==> src/rtl/bmt_pkg.sv <==
/*
  Shared constants of the break match and branch trace block: register map,
  field positions and trace record layout.
  Assumes a 32-bit APB master and a CPU on the same clock as the block.
*/
package bmt_pkg;
  // Register byte offsets.
  localparam logic [7:0] OFS_B1_ADDR = 8'h00;
  localparam logic [7:0] OFS_B1_DATA = 8'h04;
  localparam logic [7:0] OFS_B1_CFG  = 8'h08;
  localparam logic [7:0] OFS_B1_CNT  = 8'h0c;
  localparam logic [7:0] OFS_B2_ADDR = 8'h10;
  localparam logic [7:0] OFS_B2_CFG  = 8'h14;
  localparam logic [7:0] OFS_B3_CFG  = 8'h18;
  localparam logic [7:0] OFS_CTRL    = 8'h1c;
  localparam logic [7:0] OFS_STATUS  = 8'h20;
  localparam logic [7:0] OFS_MASK    = 8'h24;
  localparam logic [7:0] OFS_TR_IDX  = 8'h28;
  localparam logic [7:0] OFS_TR_SRC  = 8'h2c;
  localparam logic [7:0] OFS_TR_DST  = 8'h30;
  localparam logic [7:0] OFS_TR_INFO = 8'h34;
  // Channel configuration fields.
  localparam int F_ADDRESS_SPACE_IDENTIFIER = 0;
  localparam int F_SZ   = 8;
  localparam int F_UA   = 10;
  localparam int F_UD   = 11;
  localparam int F_UI   = 12;
  localparam int F_URW  = 13;
  localparam int F_RWV  = 14;
  localparam int F_RWS  = 15;
  localparam int F_UBS  = 16;
  localparam int F_BSV  = 17;
  localparam int F_PC   = 19;
  localparam int CFG_W  = 20;
  localparam logic [1:0] SZ_BYTE = 2'h0;
  localparam logic [1:0] SZ_WORD = 2'h1;
  // Control fields.
  localparam int C_BMASK = 0;
  localparam int C_RT    = 1;
  localparam int C_STOP  = 2;
  localparam int C_TREN  = 3;
  // Status and mask bits.
  localparam int S_BRK  = 0;
  localparam int S_FULL = 1;
  localparam int S_LOST = 2;
  localparam int CNT_W  = 12;
  // Trace record sizes in nibbles, header included.
  localparam logic [4:0] NIB_5  = 5'h0b;
  localparam logic [4:0] NIB_9  = 5'h0c;
  localparam logic [4:0] NIB_17 = 5'h0e;
  localparam logic [4:0] NIB_32 = 5'h11;
endpackage

==> src/rtl/bmt_core.sv <==
/*
  Break match channels, internal branch trace buffer and external trace
  port with APB registers and one interrupt line.
  Assumes CPU bus and branch signals are on pclk; the trace clock from
  the probe is asynchronous and is sampled here.
*/
// The register offsets and the APB interface to the registers were left to the implementer.
`timescale 1ns/1ps
module bmt_core #(
  parameter int DEPTH = 8
) (
  input  wire logic        pclk,
  input  wire logic        presetn,
  input  wire logic        psel,
  input  wire logic        penable,
  input  wire logic        pwrite,
  input  wire logic [7:0]  paddr,
  input  wire logic [31:0] pwdata,
  output logic [31:0]      prdata,
  output logic             pready,
  output logic             pslverr,
  input  wire logic        bus_valid,
  input  wire logic [31:0] cpu_addr,
  input  wire logic [31:0] cpu_pc,
  input  wire logic [31:0] cpu_data,
  input  wire logic [1:0]  bus_size,
  input  wire logic [7:0]  address_space_identifier,
  input  wire logic        bus_rd_n,
  input  wire logic        read_write_direction,
  input  wire logic [1:0]  bus_state,
  input  wire logic        io_access,
  input  wire logic        tlb_load_instruction,
  input  wire logic        branch_valid,
  input  wire logic [31:0] branch_src,
  input  wire logic [31:0] branch_dst,
  input  wire logic        nmi_req,
  output logic             break_req,
  output logic             nmi_accept,
  output logic             cpu_stall,
  input  wire logic        trace_clk,
  output logic [3:0]       trace_data,
  output logic             trace_sync_n,
  output logic             irq
);
  import bmt_pkg::*;
  localparam int AW = $clog2(DEPTH);

  typedef struct packed {
    logic [31:0]          a1;
    logic [31:0]          d1;
    logic [31:0]          a2;
    logic [CFG_W-1:0]     c1;
    logic [CFG_W-1:0]     c2;
    logic [1:0]           c3;
    logic [CNT_W-1:0]     k1;
    logic [CNT_W-1:0]     n1;
    logic [3:0]           ctl;
    logic [2:0]           st;
    logic [2:0]           mk;
    logic                 halt;
    logic [AW-1:0]        idx;
    logic [DEPTH-1:0][63:0] tb;
    logic [AW-1:0]        wp;
    logic [AW:0]          cnt;
    logic [31:0]          prev;
    logic [67:0]          sh;
    logic [4:0]           nib;
    logic                 hd;
    logic [3:0]           tdat;
    logic                 tsyn_n;
    logic [2:0]           ck;
  } bmt_state_t;

  bmt_state_t q;
  bmt_state_t d;
  logic       wr;
  logic       rt;
  logic       take;
  logic       h1;
  logic       h2;
  logic       h3;
  logic       fire;
  logic       tick;
  logic [2:0] ev;

  // Compares one channel's enabled conditions against the current bus cycle.
  function automatic logic chan_hit(input logic [CFG_W-1:0] c, input logic [31:0] a,
                                    input logic [31:0] dv, input logic dok);
    logic [31:0] m;
    logic        any;
    m = (c[F_SZ+:2] == SZ_BYTE) ? 32'h000000ff :
        (c[F_SZ+:2] == SZ_WORD) ? 32'h0000ffff : 32'hffffffff;
    any = c[F_UA] | (dok & c[F_UD]) | c[F_UI] | c[F_URW] | c[F_UBS];
    chan_hit = bus_valid & any
      & (!c[F_UA] | ((c[F_PC] ? cpu_pc : cpu_addr) == a))
      & (!(dok & c[F_UD]) | (bus_size == c[F_SZ+:2]
         && (cpu_data & m) == (dv & m)))
      & (!c[F_UI] | (address_space_identifier == c[F_ADDRESS_SPACE_IDENTIFIER+:8]))
      & (!c[F_URW] | ((c[F_RWS] ? bus_rd_n : read_write_direction)
         == c[F_RWV]))
      & (!c[F_UBS] | (bus_state == c[F_BSV+:2]));
  endfunction

  // Channel hits; channel 2 has no data or count, channel 3 only two events.
  always_comb begin
    h1 = chan_hit(q.c1, q.a1, q.d1, 1'b1);
    h2 = chan_hit(q.c2, q.a2, 32'h00000000, 1'b0);
    h3 = (q.c3[0] & io_access) | (q.c3[1] & tlb_load_instruction);
  end

  // Handshake and derived control terms.
  assign wr         = psel & penable & pwrite;
  assign rt         = q.ctl[C_RT];
  assign tick       = q.ck[1] & ~q.ck[2];
  assign cpu_stall  = q.ctl[C_TREN] & branch_valid & (q.nib != 5'h00) & ~rt;
  assign take       = q.ctl[C_TREN] & branch_valid & ~cpu_stall;
  assign nmi_accept = q.halt & nmi_req & q.ctl[C_BMASK];
  assign break_req  = q.halt;
  assign trace_data   = q.tdat;
  assign trace_sync_n = q.tsyn_n;
  assign irq          = |(q.st & q.mk);
  assign pready       = 1'b1;

  // Next state of every register of the block.
  always_comb begin
    d    = q;
    fire = 1'b0;
    ev   = 3'h0;
    // Count on channel 1 decides whether its hit is a break.
    if (h1 && !q.halt) begin
      if (q.k1 == 12'h000) begin
        fire = 1'b1;
      end else if (q.n1 == q.k1 - 12'h001) begin
        fire = 1'b1;
        d.n1 = 12'h000;
      end else begin
        d.n1 = q.n1 + 12'h001;
      end
    end
    if ((h2 || h3) && !q.halt) begin
      fire = 1'b1;
    end
    // Halt on a break; leave it only through an accepted NMI.
    if (fire) begin
      d.halt = 1'b1;
      ev[S_BRK] = 1'b1;
    end else if (nmi_accept) begin
      d.halt = 1'b0;
    end
    // Internal trace buffer keeps every taken branch, except in stop mode once it is full.
    if (take) begin
      if (q.cnt == (AW+1)'(DEPTH) && q.ctl[C_STOP]) begin
        ev[S_FULL] = 1'b1;
      end else begin
        d.tb[q.wp] = {branch_src, branch_dst};
        d.wp = (q.wp == AW'(DEPTH - 1)) ? '0 : q.wp + AW'(1);
        if (q.cnt != (AW+1)'(DEPTH)) begin
          d.cnt = q.cnt + (AW+1)'(1);
        end
      end
    end
    // Trace clock is sampled twice before its edge is looked at.
    d.ck = {q.ck[1:0], trace_clk};
    if (tick) begin
      if (q.nib != 5'h00) begin
        d.tdat   = q.sh[67:64];
        d.tsyn_n = ~q.hd;
        d.hd     = 1'b0;
        d.sh     = {q.sh[63:0], 4'h0};
        d.nib    = q.nib - 5'h01;
      end else begin
        d.tdat   = 4'h0;
        d.tsyn_n = 1'b1;
      end
    end
    // A new record replaces any record still in flight.
    if (take) begin
      if (q.nib != 5'h00) begin
        ev[S_LOST] = 1'b1;
      end
      d.prev = branch_src;
      d.hd   = 1'b1;
      if (branch_src[31:4] == q.prev[31:4]) begin
        d.sh  = {4'h1, 3'h0, branch_src[4:0], branch_dst, 24'h000000};
        d.nib = NIB_5;
      end else if (branch_src[31:8] == q.prev[31:8]) begin
        d.sh  = {4'h2, 3'h0, branch_src[8:0], branch_dst, 20'h00000};
        d.nib = NIB_9;
      end else if (branch_src[31:16] == q.prev[31:16]) begin
        d.sh  = {4'h3, 3'h0, branch_src[16:0], branch_dst, 12'h000};
        d.nib = NIB_17;
      end else begin
        d.sh  = {4'h4, branch_src, branch_dst};
        d.nib = NIB_32;
      end
    end
    // Register writes; status bits clear by writing one, events win.
    if (wr) begin
      case (paddr)
        OFS_B1_ADDR: d.a1 = pwdata;
        OFS_B1_DATA: d.d1 = pwdata;
        OFS_B1_CFG:  d.c1 = pwdata[CFG_W-1:0];
        OFS_B1_CNT: begin
          d.k1 = pwdata[CNT_W-1:0];
          d.n1 = 12'h000;
        end
        OFS_B2_ADDR: d.a2 = pwdata;
        OFS_B2_CFG:  d.c2 = pwdata[CFG_W-1:0];
        OFS_B3_CFG:  d.c3 = pwdata[1:0];
        OFS_CTRL:    d.ctl = pwdata[3:0];
        OFS_STATUS:  d.st = q.st & ~pwdata[2:0];
        OFS_MASK:    d.mk = pwdata[2:0];
        OFS_TR_IDX:  d.idx = pwdata[AW-1:0];
        default: ;
      endcase
    end
    d.st = d.st | ev;
  end

  // Read mux and error answer for unmapped addresses.
  always_comb begin
    prdata  = 32'h00000000;
    pslverr = 1'b0;
    case (paddr)
      OFS_B1_ADDR: prdata = q.a1;
      OFS_B1_DATA: prdata = q.d1;
      OFS_B1_CFG:  prdata = {12'h000, q.c1};
      OFS_B1_CNT:  prdata = {20'h00000, q.k1};
      OFS_B2_ADDR: prdata = q.a2;
      OFS_B2_CFG:  prdata = {12'h000, q.c2};
      OFS_B3_CFG:  prdata = {30'h00000000, q.c3};
      OFS_CTRL:    prdata = {28'h0000000, q.ctl};
      OFS_STATUS:  prdata = {29'h00000000, q.st};
      OFS_MASK:    prdata = {29'h00000000, q.mk};
      OFS_TR_IDX:  prdata = 32'(q.idx);
      OFS_TR_SRC:  prdata = q.tb[q.idx][63:32];
      OFS_TR_DST:  prdata = q.tb[q.idx][31:0];
      OFS_TR_INFO: prdata = {q.halt, 15'h0000, 8'(q.cnt), 8'(q.wp)};
      default:     pslverr = psel & penable;
    endcase
  end

  // State register.
  always_ff @(posedge pclk or negedge presetn) begin
    if (!presetn) begin
      q        <= '0;
      q.tsyn_n <= 1'b1;
    end else begin
      q <= d;
    end
  end

  // Use bits of channel 1 and the terms under which a lone hit must break.
  logic [4:0] use1;
  logic       arm1;
  assign use1 = {q.c1[F_UBS], q.c1[F_URW], q.c1[F_UI], q.c1[F_UD], q.c1[F_UA]};
  assign arm1 = bus_valid && !q.halt && q.k1 == 12'h000;
endmodule

==> config.mk <==
export PLATFORM = sky130hd
export DESIGN_NAME = bmt_core
export DESIGN_NICKNAME = d
export VERILOG_FILES = /design/src/rtl/bmt_pkg.sv /design/src/rtl/bmt_core.sv
export SDC_FILE = /design/constraint.sdc
export NUM_CORES = 1
export LEC_CHECK = 0
export ABC_AREA = 1
export BUFFER_PORTS_ARGS = -buffer_cell sky130_fd_sc_hd__buf_2
export CAP_MARGIN = 15
export CORE_ASPECT_RATIO = 0.6
export CORE_MARGIN = 4
export CORE_UTILIZATION = 45
export DETAILED_ROUTE_END_ITERATION = 8
export SYNTH_ARGS = -nofsm -noshare
export SYNTH_HDL_FRONTEND = slang
export SYNTH_SLANG_ARGS = --single-unit
==> constraint.sdc <==
create_clock -name pclk -period 2.85 [get_ports pclk]
set_clock_uncertainty 0.15 [all_clocks]
set_input_delay 0.57 -clock pclk [delete_from_list [all_inputs] [get_ports pclk]]
set_output_delay 0.57 -clock pclk [all_outputs]
set_load 0.005 [all_outputs]
* Yosys cells after proc, flatten, opt, wreduce, memory -nomap -nowiden
Cells that the tools add are included.
** Cells by class
- Add/sub/neg operators :: 5
- Multiply operators :: 0
- Div/mod/pow operators :: 0
- Order comparisons :: 3
- Equal/unequal tests :: 31
- Shift-type cells :: 0
- Muxes and demuxes :: 40
- Bitwise gates (word level) :: 50
- Reductions and logical operators :: 38
** Operators by type and width (number)
- bitwise mux 512 bit :: 1
- one-hot mux 32 bit (14 select lines) :: 1
- 2-to-1 mux 72 bit :: 3
- binary-select mux 64 bit (select 3 bit) :: 1
- demux 64 bit (select 3 bit) :: 1
- 2-to-1 mux 74 bit :: 2
- 2-to-1 mux 32 bit :: 4
- 2-to-1 mux 64 bit :: 2
- equality test 32 bit :: 3
- 2-to-1 mux 79 bit :: 1
- AND 32 bit :: 2
- equality test 8 x 6 -> 1 bit, second input constant :: 6
- 2-to-1 mux 12 bit :: 4
- equality test 8 x 5 -> 1 bit, second input constant :: 4
- equality test 28 bit :: 1
- equality test 24 bit :: 1
- AND reduction 2 bit :: 12
- AND 1 bit :: 22
- 2-to-1 mux 22 bit :: 1
- bitwise OR 1 bit :: 17
- equality test 16 bit :: 1
- equality test 8 x 4 -> 1 bit, second input constant :: 2
- equality test 8 bit :: 2
- 2-to-1 mux 1 bit :: 14
- 33 further kinds :: 59
** Word-level totals
- Register bits :: 809
- Bits in latches :: 0
- Bits in writable memories :: 0
- Bits in read-only memories :: 0
- Input bits :: 225
- Memories kept :: 0

* Longest topological paths before layout
- Depth after elaboration :: 16
- Depth in mapped cells :: 18
- Mapped depth without buffers :: 17

* Least setup slack after synthesis
OpenSTA, ideal clock, no wires.
- Path type :: input to output
- Start point :: input paddr[7]
- End point :: output prdata[4]
- Arrival :: 1.814 ns
- Data required time :: 2.130 ns
- Slack :: 0.316 ns
- Stages on the path :: 9
- Path through :: nor2_1 nand2_1 nor2_1 nand2_1 clkbuf_1 clkbuf_1 o22ai_1 nor3_1 nand3_1
** Between the ends
- Cells in the longest elaborated chain, start to end :: 2
** Ends and longest elaborated chain
- start, declared :: line bmt_core.sv:17 : input wire logic [7:0] paddr,
- equality test 8 x 6 -> 1 bit (tied with other cells) :: line bmt_core.sv:224 : case (paddr)
- one-hot mux 32 bit (14 select lines) * :: line bmt_core.sv:224
- end, declared :: line bmt_core.sv:19 : output logic [31:0] prdata,
Mark *: on every way between the ends. The rest lies on a longest branch, timed or not.

* Final worst setup path
- Start point :: register q[633] (netlist bit)
- End point :: output prdata[7]
** Between the ends
- Cells in the longest elaborated chain, start to end :: 3
** Ends and longest elaborated chain
- start, declared :: line bmt_core.sv:74 : bmt_state_t q;
- binary-select mux 64 bit (select 3 bit) :: line bmt_core.sv:236, bmt_core.sv:237
- 2-to-1 mux 64 bit (not written as such) :: line bmt_core.sv:237 : OFS_TR_DST: prdata = q.tb[q.idx][31:0];
- one-hot mux 32 bit (14 select lines) :: line bmt_core.sv:224
No other way between the ends. The select of a mux whose other input is x is not followed.

==> impl_metrics.env <==
export IMPL_outcome="finished with violations"
export IMPL_violations="setup timing"
export IMPL_final_cells=6630
export IMPL_cts_buffers=79
export IMPL_hold_path_class="in2reg"
export IMPL_cts_tree="yes"
export IMPL_cts_root_buf="clkbuf_16"
export IMPL_clk_path_buf_depth=3
export IMPL_antenna_found_initial=3
export IMPL_finalPower_mw=26.4
export IMPL_grt_overflow=0
export IMPL_drt_initial_drc_count=5139
export IMPL_post_drt_via_cell_ratio=5.80
export IMPL_cts_max_level=3
export IMPL_reg2reg_from="q[692]"
export IMPL_drtPass1Iterations=6
export IMPL_grt_max_degree=129
export IMPL_routabilityCongestion=0.997
export IMPL_placed_area_um2=44600
export IMPL_placedCellCount=6416
export IMPL_cp_arrival_ns=2.68
export IMPL_rr_worst_depth=14
export IMPL_worst_slew_pin_slew_ns=0.705
export IMPL_core_area_um2=88300
export IMPL_holdPathEnd="q[103]"
export IMPL_numClockSinks=805
export IMPL_path_clk_slew_ns=0.06
export IMPL_worstSetupStartpointType="flip-flop"
export IMPL_final_area_um2=50200
export IMPL_rrSetupSlack_ns=0.07
export IMPL_setup_violations=32
export IMPL_clock_latency_ns=0.68
export IMPL_drive_above_1_share_pct=18.0
export IMPL_timing_critical_path_from="q[633]"
export IMPL_fillers=8075
export IMPL_synth_edf_count=0
export IMPL_synthToLayoutAreaGrowth_pct=24.2
export IMPL_synthFlopType="dfrtp_1"
export IMPL_wl_per_cell_um=23.6
export IMPL_first_global_vias=34800
export IMPL_syn_cell_area_um2=40400
export IMPL_ys_seq_area_share_pct=49.8
export IMPL_cp_required_ns=2.13
export IMPL_period_minus_slack_ns=3.40
export IMPL_io_pins=268
export IMPL_syn_inst=5065
export IMPL_grt_pass1_wl_mm=227
export IMPL_min_path_cells=3
export IMPL_syn_nets=5298
export IMPL_ys_ff_latch=805
export IMPL_initial_utilization_pct=45.8
export IMPL_avgSynthCellArea_um2=7.98
export IMPL_setup_ws_ns=-0.554
export IMPL_drv_cap=0
export IMPL_wirelength_mm=156
export IMPL_drc_errors=0
export IMPL_synth_cell_types=47
export IMPL_rows=84
export IMPL_maxSlewHeadroom_pct=53.0
export IMPL_vdd_drop_max_mv=0.437
export IMPL_hold_viol_final=0
export IMPL_hp_start="branch_src[21]"
export IMPL_min_period_over_period_pct=119
export IMPL_fmax_mhz=294
export IMPL_async_flop_share_pct=100
export IMPL_die_h_um=240
export IMPL_dpl_hpwl_mm=107
export IMPL_io_buffers=266
export IMPL_rsz0062_at_grt="yes"
export IMPL_worstSetupEndpointType="primary output"
export IMPL_slew_viol_final=0
export IMPL_die_width_um=395
export IMPL_die_area_um2=94900
export IMPL_worst_path_max_fanout=7
export IMPL_grt_usage_pct=31.6
export IMPL_drtAntennaViolNets=0
export IMPL_tns_ns=-14.12
export IMPL_finalNetCount=5638
export IMPL_ys_warn_count=0
export IMPL_total_leakage_power_nw=23.3
export IMPL_crit_type="reg2out"
export IMPL_power_density_nw_per_um2=526
export IMPL_vias=38400
export IMPL_rr_endpoint="q[640]"
[cells in the mapped netlist (5+ instances only)]
cell type / n / area share, %
o21a_1: 9 / 0.17
inv_2: 11 / 0.10
o211ai_1: 57 / 1.1
ha_1: 8 / 0.25
clkbuf_1: 217 / 2.0
o221ai_1: 84 / 1.8
inv_1: 345 / 3.2
xnor2_1: 50 / 1.1
o22ai_1: 45 / 0.70
nand3_1: 176 / 2.2
buf_4: 8 / 0.15
mux2i_1: 81 / 2.0
a22oi_1: 18 / 0.33
nor2_4: 5 / 0.14
o21ai_1: 256 / 3.2
nand2_1: 1335 / 12
nand4_1: 27 / 0.42
dfrtp_1: 804 / 50
nor3_1: 15 / 0.19
a21oi_1: 95 / 1.2
buf_2: 92 / 1.1
o2111ai_1: 8 / 0.17
or2_2: 11 / 0.17
a31oi_1: 20 / 0.31
xor2_1: 37 / 0.80
buf_1: 15 / 0.14
o21ai_0: 715 / 8.9
nand3b_1: 14 / 0.26
o32ai_1: 47 / 1.0
a211oi_1: 9 / 0.17
nor2_1: 412 / 3.8
a221oi_1: 12 / 0.26
buf_6: 6 / 0.17
[kinds of logic (layout without fill, tap and decap cells)]
group                      count (synthesis)  in the layout  synth area share, %
AOI/OAI and AO/OA                       1383           1383                 19.4
xor gates and xnor gates                  87             87                 1.88
adders and majority gates                  8              8                0.248
buffers and inverters                    696           1099                 6.94
DFF                                      805            805                 49.8
muxes                                     81             81                 2.01
other                                      1              2              0.00927
and+or+nand+nor                         2004           2004                 19.7
[cells in the final DEF, fill, tap and decap left out, types with 46 or more instances in the layout]
cell type  count
a21oi_1       95
buf_12        67
buf_2        257
buf_4        197
clkbuf_16     95
dfrtp_1      801
inv_1        339
mux2i_1       68
nand2_1     1320
nand3_1      154
nor2_1       353
nor2_2        46
o211ai_1      57
o21ai_0      656
o21ai_1      294
o221ai_2      46
xnor2_1       50
[flip-flops by register name, indices dropped and copies added (netlist names)]
signal,cells
q,797
trace_data,4
d,2
break_req,1
trace_sync_n,1
[where the power goes]
part	internal, mW	total [mW]	leakage [nW]	switching (mW)
logic	0.983	2.74	11.0	1.76
clock network	6.54	11.3	1.35	4.75
registers	12.0	12.4	10.9	0.398
[critical path, stage by stage (launching register included)]
cell	delay, ns
dfrtp_4	0.50
buf_12	0.16
clkinv_16	0.08
buf_16	0.14
buf_12	0.15
buf_6	0.11
nor2_4	0.03
o221ai_4	0.32
o211ai_1	0.22
nand4_1	0.17
buf_2	0.14
[per-stage QoR]
stage	util, %	setup slack, ns	hold slack (ns)
floorplan	-	0.316	0.124
global placement	50.6	-0.506	0.184
detailed placement	50.6	-0.479	0.189
CTS	55.4	-0.546	0.00647
global route	56.9	-0.561	0.0403
finish	56.9	-0.554	0.0446
[worst max path at each step]
stage,cells past startpoint,slack (ns),end
2_1_floorplan,9,0.32,prdata[4]
3_3_place_gp,8,-0.51,prdata[7]
3_5_place_dp,8,-0.48,prdata[7]
4_1_cts,10,-0.55,prdata[7]
5_1_grt,9,-0.56,prdata[12]
6_report,10,-0.55,prdata[7]
[timing repair]
item,CTS,global route
setup buffers,17,22
cloned,5,15
resized for setup,225,200
pin swaps,61,84
endpoints found under the setup margin,33,383
hold endpoints to repair,45,0
hold buffers,15,0
[metal layers]
layer	vias to the layer above	track usage (%)	part of all wire, %
met4	4	8.72	2.7
met3	230	10.9	12
met2	1796	43.5	41
met1	18800	47.0	45
met5	-	0	0.017
li1	17600	-	-
[cell type report]
| cell class | count | area [µm²] | area share (%) |
|---|---|---|---|
| Timing Repair Buffer | 598 | 5420 | 10.8 |
| Inverter | 357 | 1380 | 2.75 |
| Tap cell | 1161 | 1450 | 2.89 |
| Sequential cell | 805 | 20200 | 40.1 |
| Clock inverter | 25 | 357 | 0.710 |
| Clock buffer | 119 | 2390 | 4.76 |
| Multi-Input combinational cell | 3564 | 19100 | 38.0 |
| Antenna cell | 1 | 2.50 | 0.00498 |
(Power assumes the default switching activity.)
